<file path="src/logic/mesf_defs.svh">
/*
 * Named constants for the monitor error-status flag bank: register
 * addresses, field positions, reset values and writable-bit masks.
 * Assumes it is included by bare name from design files.
 */
`ifndef MESF_DEFS_SVH
`define MESF_DEFS_SVH

// Register addresses on the internal register port.
`define MESF_ADDR_VOLT_HI      8'h4a
`define MESF_ADDR_FUSE_DIODE   8'h4b

// Reset value shared by both flag registers.
`define MESF_FLAGS_RESET       8'h00

// Field positions in the fuse and diode register.
`define MESF_BIT_FUSE_A        2
`define MESF_BIT_FUSE_B        3
`define MESF_BIT_SENSOR_A      6
`define MESF_BIT_SENSOR_B      7

// Bits that exist in each register; all others read zero.
`define MESF_MASK_VOLT_HI      8'hff
`define MESF_MASK_FUSE_DIODE   8'hcc

// Voltage channel count handled by this bank (channels nine to sixteen).
`define MESF_NUM_VOLT_CH       8

`endif

</file>
<file path="src/logic/mesf_pkg.sv">
/*
 * Types shared by the monitor error-status flag bank.
 * Assumes nothing of its surroundings; it is referenced as mesf_pkg::name.
 */
package mesf_pkg;
    // One byte of register data or one converted reading.
    typedef logic [7:0] mesf_byte_t;
    // One flag per monitored voltage channel.
    typedef logic [7:0] mesf_ch_vec_t;
endpackage

</file>
<file path="src/logic/mesf_top.sv">
/*
 * Monitor error-status flag bank: sticky fault flags for voltage channels
 * nine to sixteen, the two terminator fuse inputs and the two remote
 * sensor diodes, read and cleared over an internal byte register port.
 * Assumes readings, bounds and diode verdicts come from the conversion
 * engine on I_CLK, and that the terminator sense pins are asynchronous.
 */
// Behaviour
// RQ1: Channels nine..sixteen set bits zero..seven.
// RQ2: Each channel judged against own bound pair.
// RQ3: Terminator inputs set bits two and three.
// RQ4: Sensor A open/short sets bit six.
// RQ5: Sensor B open/short sets bit seven.
// RQ6: Flags reset zero, write-one clears, reserved zero.
`timescale 1ns/1ps
`include "mesf_defs.svh"

module mesf_top #(
    parameter int NCH = `MESF_NUM_VOLT_CH         // Voltage channels in this bank.
) (
    input  wire logic                   I_CLK,            // System clock, 100 MHz.
    input  wire logic                   I_ARST_N,         // Asynchronous reset, active low.
    input  wire logic [NCH-1:0]         I_VOLT_VALID,     // Per-channel new-reading pulse.
    input  wire logic [NCH-1:0][7:0]    I_VOLT_READING,   // Per-channel converted voltage.
    input  wire logic [NCH-1:0][7:0]    I_VOLT_LO_LIMIT,  // Per-channel lower bound.
    input  wire logic [NCH-1:0][7:0]    I_VOLT_HI_LIMIT,  // Per-channel upper bound.
    input  wire logic                   I_TERMINATOR_SENSE_A, // Fuse pin A, async, high.
    input  wire logic                   I_TERMINATOR_SENSE_B, // Fuse pin B, async, high.
    input  wire logic                   I_SENSOR_A_OPEN,  // Remote sensor A open verdict.
    input  wire logic                   I_SENSOR_A_SHORT, // Remote sensor A short verdict.
    input  wire logic                   I_SENSOR_B_OPEN,  // Remote sensor B open verdict.
    input  wire logic                   I_SENSOR_B_SHORT, // Remote sensor B short verdict.
    input  wire logic [7:0]             I_REG_ADDR,       // Register address.
    input  wire logic                   I_REG_WR,         // One-cycle write strobe.
    input  wire logic [7:0]             I_REG_WDATA,      // Write data, ones clear flags.
    input  wire logic                   I_REG_RD,         // One-cycle read strobe.
    output logic [7:0]                  O_REG_RDATA,      // Read data, one cycle after strobe.
    output logic                        O_REG_RVALID,     // Read data valid pulse.
    output logic [7:0]                  O_VOLT_HI_FLAGS,  // Voltage flag register view.
    output logic [7:0]                  O_FUSE_DIODE_FLAGS // Fuse and diode register view.
);

    // Registered out-of-window pulses, one per channel.
    mesf_pkg::mesf_ch_vec_t volt_fault;

    // Sticky flag registers.
    mesf_pkg::mesf_byte_t   volt_hi_flags_q;    // Voltage channel error flags.
    mesf_pkg::mesf_byte_t   volt_hi_flags_d;    // Next value of the voltage flags.
    mesf_pkg::mesf_byte_t   fuse_diode_flags_q; // Fuse and diode error flags.
    mesf_pkg::mesf_byte_t   fuse_diode_flags_d; // Next value of fuse and diode flags.

    // Terminator pin synchronisers, three stages each.
    logic [2:0]             term_a_sync_q;      // Stage 0 feeds stage 1 only.
    logic [2:0]             term_b_sync_q;      // Stage 0 feeds stage 1 only.
    logic                   term_a_level_q;     // Debounced fuse A level.
    logic                   term_b_level_q;     // Debounced fuse B level.

    // Per-register set and clear vectors.
    mesf_pkg::mesf_byte_t   volt_set;           // Hardware set requests.
    mesf_pkg::mesf_byte_t   volt_clr;           // Software clear requests.
    mesf_pkg::mesf_byte_t   fd_set;             // Hardware set requests.
    mesf_pkg::mesf_byte_t   fd_clr;             // Software clear requests.

    // Read data and its valid pulse.
    mesf_pkg::mesf_byte_t   rdata_q;            // Captured read data.
    logic                   rvalid_q;           // Read data valid.

    // One comparator per channel, each with its own bound pair.
    genvar ch;
    generate
        for (ch = 0; ch < NCH; ch++) begin : g_cmp
            mesf_window_cmp #(
                .W          (8)
            ) u_cmp (
                .i_clk      (I_CLK),
                .i_arst_n   (I_ARST_N),
                .i_valid    (I_VOLT_VALID[ch]),
                .i_reading  (I_VOLT_READING[ch]),
                .i_lo_limit (I_VOLT_LO_LIMIT[ch]), // [RQ2]
                .i_hi_limit (I_VOLT_HI_LIMIT[ch]), // [RQ2]
                .o_fault    (volt_fault[ch])
            );
        end
    endgenerate

    // Shift the terminator pins through three flip-flops.
    always_ff @(posedge I_CLK or negedge I_ARST_N) begin
        if (!I_ARST_N) begin
            term_a_sync_q <= 3'h0;
            term_b_sync_q <= 3'h0;
        end else begin
            term_a_sync_q <= {term_a_sync_q[1:0], I_TERMINATOR_SENSE_A};
            term_b_sync_q <= {term_b_sync_q[1:0], I_TERMINATOR_SENSE_B};
        end
    end

    // Accept a new pin level only once stages one and two agree.
    always_ff @(posedge I_CLK or negedge I_ARST_N) begin
        if (!I_ARST_N) begin
            term_a_level_q <= 1'b0;
            term_b_level_q <= 1'b0;
        end else begin
            if (term_a_sync_q[1] == term_a_sync_q[2]) begin
                term_a_level_q <= term_a_sync_q[2];
            end
            if (term_b_sync_q[1] == term_b_sync_q[2]) begin
                term_b_level_q <= term_b_sync_q[2];
            end
        end
    end

    // Build set and clear vectors; clears only hit bits that exist.
    always_comb begin
        volt_set = volt_fault;                       // [RQ1]
        fd_set   = 8'h00;
        fd_set[`MESF_BIT_FUSE_A]   = term_a_level_q; // [RQ3]
        fd_set[`MESF_BIT_FUSE_B]   = term_b_level_q; // [RQ3]
        fd_set[`MESF_BIT_SENSOR_A] = I_SENSOR_A_OPEN || I_SENSOR_A_SHORT; // [RQ4]
        fd_set[`MESF_BIT_SENSOR_B] = I_SENSOR_B_OPEN || I_SENSOR_B_SHORT; // [RQ5]
        volt_clr = 8'h00;
        fd_clr   = 8'h00;
        if (I_REG_WR && (I_REG_ADDR == `MESF_ADDR_VOLT_HI)) begin
            volt_clr = I_REG_WDATA & `MESF_MASK_VOLT_HI;     // [RQ6]
        end
        if (I_REG_WR && (I_REG_ADDR == `MESF_ADDR_FUSE_DIODE)) begin
            fd_clr = I_REG_WDATA & `MESF_MASK_FUSE_DIODE;    // [RQ6]
        end
    end

    // Next flag values: a set in the same cycle as a clear wins.
    always_comb begin
        volt_hi_flags_d    = ((volt_hi_flags_q & ~volt_clr) | volt_set)
                             & `MESF_MASK_VOLT_HI;           // [RQ1] [RQ6]
        fuse_diode_flags_d = ((fuse_diode_flags_q & ~fd_clr) | fd_set)
                             & `MESF_MASK_FUSE_DIODE;        // [RQ6]
    end

    // Voltage flag register.
    always_ff @(posedge I_CLK or negedge I_ARST_N) begin
        if (!I_ARST_N) begin
            volt_hi_flags_q <= `MESF_FLAGS_RESET;            // [RQ6]
        end else begin
            volt_hi_flags_q <= volt_hi_flags_d;
        end
    end

    // Fuse and diode flag register.
    always_ff @(posedge I_CLK or negedge I_ARST_N) begin
        if (!I_ARST_N) begin
            fuse_diode_flags_q <= `MESF_FLAGS_RESET;         // [RQ6]
        end else begin
            fuse_diode_flags_q <= fuse_diode_flags_d;
        end
    end

    // Register read port; an unmapped address reads zero.
    always_ff @(posedge I_CLK or negedge I_ARST_N) begin
        if (!I_ARST_N) begin
            rdata_q  <= 8'h00;
            rvalid_q <= 1'b0;
        end else begin
            rvalid_q <= I_REG_RD;
            if (I_REG_RD) begin
                case (I_REG_ADDR)
                    `MESF_ADDR_VOLT_HI: begin
                        rdata_q <= volt_hi_flags_q;
                    end
                    `MESF_ADDR_FUSE_DIODE: begin
                        rdata_q <= fuse_diode_flags_q;       // [RQ6]
                    end
                    default: begin
                        rdata_q <= 8'h00;
                    end
                endcase
            end
        end
    end

    // Drive the outputs straight from flip-flops.
    assign O_REG_RDATA        = rdata_q;
    assign O_REG_RVALID       = rvalid_q;
    assign O_VOLT_HI_FLAGS    = volt_hi_flags_q;
    assign O_FUSE_DIODE_FLAGS = fuse_diode_flags_q;

    // A channel fault pulse always leaves its own bit set next cycle.
    property p_volt_set;
        @(posedge I_CLK) disable iff (!I_ARST_N)
        (volt_fault != 8'h00) |=> ((volt_hi_flags_q & $past(volt_fault)) == $past(volt_fault));
    endproperty
    a_volt_set: assert property (p_volt_set) else $error("Voltage flag not set."); // [RQ1]

    // The debounced fuse A level sets bit two even during a clear.
    property p_fuse_a;
        @(posedge I_CLK) disable iff (!I_ARST_N)
        term_a_level_q |=> fuse_diode_flags_q[`MESF_BIT_FUSE_A];
    endproperty
    a_fuse_a: assert property (p_fuse_a) else $error("Fuse A flag not set."); // [RQ3]

    // A fuse pin held high for five cycles reaches bit three.
    property p_fuse_b_pin;
        @(posedge I_CLK) disable iff (!I_ARST_N)
        I_TERMINATOR_SENSE_B [*5] |=> fuse_diode_flags_q[`MESF_BIT_FUSE_B];
    endproperty
    a_fuse_b_pin: assert property (p_fuse_b_pin) else $error("Fuse B pin missed."); // [RQ3]

    // Sensor A open or short sets bit six.
    property p_sensor_a;
        @(posedge I_CLK) disable iff (!I_ARST_N)
        (I_SENSOR_A_OPEN || I_SENSOR_A_SHORT) |=> fuse_diode_flags_q[`MESF_BIT_SENSOR_A];
    endproperty
    a_sensor_a: assert property (p_sensor_a) else $error("Sensor A flag not set."); // [RQ4]

    // Sensor B open or short sets bit seven.
    property p_sensor_b;
        @(posedge I_CLK) disable iff (!I_ARST_N)
        (I_SENSOR_B_OPEN || I_SENSOR_B_SHORT) |=> fuse_diode_flags_q[`MESF_BIT_SENSOR_B];
    endproperty
    a_sensor_b: assert property (p_sensor_b) else $error("Sensor B flag not set."); // [RQ5]

    // A flag stays set unless software writes a one to it.
    property p_sticky;
        @(posedge I_CLK) disable iff (!I_ARST_N)
        (volt_clr == 8'h00) |=> ((volt_hi_flags_q & $past(volt_hi_flags_q))
                                 == $past(volt_hi_flags_q));
    endproperty
    a_sticky: assert property (p_sticky) else $error("Voltage flag lost."); // [RQ6]

    // A write-one with no set pending clears the bit.
    property p_w1c;
        @(posedge I_CLK) disable iff (!I_ARST_N)
        (fd_clr[`MESF_BIT_SENSOR_A] && !fd_set[`MESF_BIT_SENSOR_A])
            |=> !fuse_diode_flags_q[`MESF_BIT_SENSOR_A];
    endproperty
    a_w1c: assert property (p_w1c) else $error("Write-one did not clear."); // [RQ6]

    // Reserved bits of the fuse and diode register always read zero.
    property p_reserved;
        @(posedge I_CLK) disable iff (!I_ARST_N)
        rvalid_q |-> ((rdata_q & ~`MESF_MASK_FUSE_DIODE) == 8'h00
                      || $past(I_REG_ADDR) != `MESF_ADDR_FUSE_DIODE);
    endproperty
    a_reserved: assert property (p_reserved) else $error("Reserved bit read one."); // [RQ6]

endmodule // mesf_top

</file>
<file path="src/logic/mesf_window_cmp.sv">
/*
 * Window comparator for one voltage channel: flags a fresh reading that
 * lies below its lower bound or above its upper bound.
 * Assumes reading, bounds and valid come from logic on the same clock.
 */
`timescale 1ns/1ps
`include "mesf_defs.svh"

module mesf_window_cmp #(
    parameter int W = 8                    // Width of a reading and its bounds.
) (
    input  wire logic         i_clk,       // System clock.
    input  wire logic         i_arst_n,    // Asynchronous reset, active low.
    input  wire logic         i_valid,     // One-cycle pulse: a new reading.
    input  wire logic [W-1:0] i_reading,   // Converted channel voltage.
    input  wire logic [W-1:0] i_lo_limit,  // Lower bound of this channel.
    input  wire logic [W-1:0] i_hi_limit,  // Upper bound of this channel.
    output logic              o_fault      // One-cycle pulse: reading out of window.
);
    // Outside the window when strictly below lower or strictly above upper.
    logic out_of_window;                   // Combinational range verdict.
    assign out_of_window = (i_reading < i_lo_limit) || (i_reading > i_hi_limit); // [RQ2]

    // Register the verdict so the flag bank sees a clean pulse.
    always_ff @(posedge i_clk or negedge i_arst_n) begin
        if (!i_arst_n) begin
            o_fault <= 1'b0;
        end else begin
            o_fault <= i_valid && out_of_window; // [RQ2]
        end
    end

    // A low reading raises the fault one cycle later.
    property p_below_low;
        @(posedge i_clk) disable iff (!i_arst_n)
        (i_valid && (i_reading < i_lo_limit)) |=> o_fault;
    endproperty
    a_below_low: assert property (p_below_low) else $error("Low reading not flagged."); // [RQ2]

    // A reading inside its own window never raises the fault.
    property p_inside_quiet;
        @(posedge i_clk) disable iff (!i_arst_n)
        (i_reading >= i_lo_limit && i_reading <= i_hi_limit) |=> !o_fault;
    endproperty
    a_inside_quiet: assert property (p_inside_quiet) // [RQ2]
        else $error("In-range reading flagged.");
endmodule // mesf_window_cmp

</file>
<file path="config.mk">
export PLATFORM = sky130hd
export DESIGN_NAME = mesf_top
export DESIGN_NICKNAME = d
export VERILOG_FILES = /design/src/logic/mesf_pkg.sv /design/src/logic/mesf_top.sv /design/src/logic/mesf_window_cmp.sv
export VERILOG_INCLUDE_DIRS = /design/src /design/src/logic
export SDC_FILE = /design/constraint.sdc
export NUM_CORES = 1
export LEC_CHECK = 0
export BUFFER_PORTS_ARGS = -buffer_cell sky130_fd_sc_hd__buf_2
export CORE_MARGIN = 2
export CORE_UTILIZATION = 30
export DETAILED_ROUTE_END_ITERATION = 8
export GPL_ROUTABILITY_DRIVEN = 0
export PLACE_DENSITY_LB_ADDON = 0.25
export SKIP_CTS_REPAIR_TIMING = 1
export SLEW_MARGIN = 20
export SYNTH_ARGS = -nofsm -noshare
export SYNTH_HDL_FRONTEND = slang
export SYNTH_SLANG_ARGS = --single-unit
</file>
<file path="constraint.sdc">
create_clock -name I_CLK -period 1.1 [get_ports I_CLK]
set_clock_uncertainty 0.15 [all_clocks]
set_input_delay 0.275 -clock I_CLK [delete_from_list [all_inputs] [get_ports I_CLK]]
set_output_delay 0.275 -clock I_CLK [all_outputs]
set_load 0.01 [all_outputs]
</file>
==> impl_metrics.yaml <==
final_layout:
  final-seq-area_um2: 926
  area_growth_pct: 62.0
  multi_input_area_um2: 3180
  nFillCells: 1406
  antenna_cells: 0
  drive_above_1_share_pct: 44.5
  nNetsFinal: 1198
sta:
  hold_slack_ns: 0.0343
  hold_violations: 0
  max_freq_ghz: 0.683
  setup_viol: 49
  setup_ws_ns: -0.363
  fin_crit_ns: 1.46
  period_share_pct: 133
  drv_slew: 0
  timing.setup.tns_ns: -8.99
  rsz0062_at_grt: "true"
setup_path:
  r2r-start: "O_FUSE_DIODE_FLAGS[2]"
  critPathCapture: "g_cmp[3].u_cmp.o_fault"
  critPathKind: "input pin to flip-flop"
  critPathArrivalTime_ns: 1.47
  r2r_slack_ns: -0.07
  critPathLaunch: "I_VOLT_READING[25]"
  regToRegEndpoint: "O_REG_RDATA[2]"
  reg2reg_depth: 4
  cp-end-kind: "flip-flop"
  cp_max_fo: 2
  worstSetupStartpointType: "input pin"
  crit_required_ns: 1.10
drt:
  vias: 4618
  drtIter0Drc: 82
  via_per_inst: 4.47
  drtPass1Iterations: 4
  drt-total-wl_um: 12300
  ant_nets: 0
  drc: 0
  wl_per_cell_um: 12.0
status:
  violations: "negative setup slack"
  outcome: "complete, but fails checks"
logic_synthesis:
  ys_seq_area_share_pct: 21.4
  syn_area_per_cell_um2: 8.24
  synth-seq-cells: 37
  synthCells: 526
  yosysWarnings: 0
  async_reset_ff_share_pct: 100
  synth.distinct_cells: 23
  ys.flop_type: "dfrtp_1"
  synth_edf_count: 0
  netlist_area_um2: 4340
global_route:
  grt_start_max_net_pins: 38
  grt_pass1_wl_um: 19900
  grt.overflow.total: 0
  antenna_found_initial: 0
  grt_pass1_vias: 4493
  grt.total_usage_pct: 15.1
die:
  coreArea_um2: 14000
  initial_core_util_pct: 31.0
  die_w_um: 124
  num_rows: 43
  die_height_um: 124
  die-area_um2: 15400
  boundaryPins: 251
pwr:
  peakVddDrop_mv: 0.467
  power_density_nw_per_um2: 676
  p_leak_nw: 3.95
placement:
  hpwl_um: 10500
  port_buffers: 246
clock_network:
  clk-insertion-delay-late_ns: 0.27
  cts-root-buf: "clkbuf_16"
  numCtsBuffers: 5
  htreeDepth: 2
  cts_tree: "yes"
  clock_path_buffers: 2
  cts_sinks: 37
  clk_pin_slew_ns: 0.06
worst_hold_path:
  hold_class: "input pin to flip-flop"
  holdCritStartpoint: "I_SENSOR_B_SHORT"
run:
  max_cap_viol_count: 0
## worst min-delay path by stage
| stage | to | depth (start not counted) |
|---|---|---|
| after floorplan | O_FUSE_DIODE_FLAGS[2] | 0 |
| after global placement | g_cmp[4].u_cmp.o_fault | 2 |
| after detailed placement | O_VOLT_HI_FLAGS[4] | 2 |
| after CTS | O_VOLT_HI_FLAGS[4] | 2 |
| after global routing | O_FUSE_DIODE_FLAGS[7] | 2 |
| final | O_FUSE_DIODE_FLAGS[7] | 2 |
## Yosys cell counts (all sizes together), types with 4 or more instances
| cell type | instances | share of area [%] |
|---|---|---|
| a2111oi | 8 | 1.6 |
| a21o | 18 | 3.1 |
| a21oi | 40 | 4.6 |
| buf | 4 | 0.69 |
| dfrtp | 37 | 21 |
| ha | 120 | 35 |
| inv | 129 | 11 |
| mux2i | 4 | 0.92 |
| nand2 | 40 | 3.5 |
| nand4 | 34 | 5.3 |
| nand4b | 8 | 1.6 |
| nor2 | 19 | 2.0 |
| nor2b | 17 | 2.5 |
| o211ai | 8 | 1.4 |
| o21ai | 20 | 2.3 |
| o22ai | 12 | 1.7 |
## state kept, by name, summed over array words and instances, names as in the netlist
signal               cells
term_b_sync_q            3
O_VOLT_HI_FLAGS          8
O_FUSE_DIODE_FLAGS       4
term_b_level_q           1
O_REG_RVALID             1
term_a_level_q           1
O_REG_RDATA              8
g_cmp.u_cmp.o_fault      8
term_a_sync_q            3
## per-layer routing
metal  GRT usage, %  share of wire, %  vias up  wire, um
met5              0                 0        -         0
met4           3.57               1.3        0       163
met3           2.80               5.9       10       728
met2           26.5                49      145      6110
met1           19.2                43     2002      5350
li1               -                 -     2461         -
## kinds of logic (layout without fill, tap and decap cells)
family | after synthesis | in the layout | share of synthesized area (%)
compound gates | 108 | 108 | 15.2
buf+inv | 135 | 459 | 12.0
mux | 4 | 4 | 0.924
fa+ha+maj | 122 | 122 | 35.1
simple gates | 119 | 119 | 15.3
other cells | 1 | 4 | 0.0865
flops | 37 | 37 | 21.4
## report_power, final
group          internal (mW)  total, mW  switching, mW  leakage, nW
clock                  0.901       1.45          0.548       0.0768
combinational           1.03       1.85          0.824         3.46
sequential              1.42       1.45         0.0242        0.417
total                   3.35       4.75           1.40         3.95
## cell usage in the layout (no fill, tap or decap), types with 8 or more instances in the layout
cell type,n
ha_1,112
inv_1,121
dfrtp_1,37
buf_2,219
a21oi_1,33
o21ai_0,14
a21o_1,18
nand4b_1,8
buf_4,69
nor2b_1,11
nand2_1,33
ha_4,8
o211ai_1,8
nor2_1,16
buf_6,24
o22ai_1,8
nand4_1,33
## layout make-up
| cell class | count | share of cell area [%] |
|---|---|---|
| well taps | 180 | 3.21 |
| multi-input cells | 357 | 45.3 |
| repair buffers | 322 | 28.8 |
| flip-flops and latches | 37 | 13.2 |
| inverters | 129 | 7.29 |
| clock buffers | 6 | 1.98 |
| clock inverters | 2 | 0.196 |
## metrics by stage
step	setup slack, ns	cell area, um2	power, mW	cells	util [%]
global placement	-0.668	6270	3.11	1008	44.8
finish	-0.363	7020	4.75	1033	50.2
floorplan	-0.457	4390	2.28	529	-
global route	-0.416	7020	5.17	1033	50.2
CTS	-0.423	6420	4.61	1016	45.9
detailed placement	-0.693	6270	3.12	1008	44.8
## critical path, stage by stage
cell	delay (ns)
buf_2	0.12
ha_4	0.23
nor2b_4	0.11
o211ai_1	0.23
a21oi_2	0.11
a2111oi_4	0.26
o22ai_1	0.12
Power figures use the tool's default switching activity.
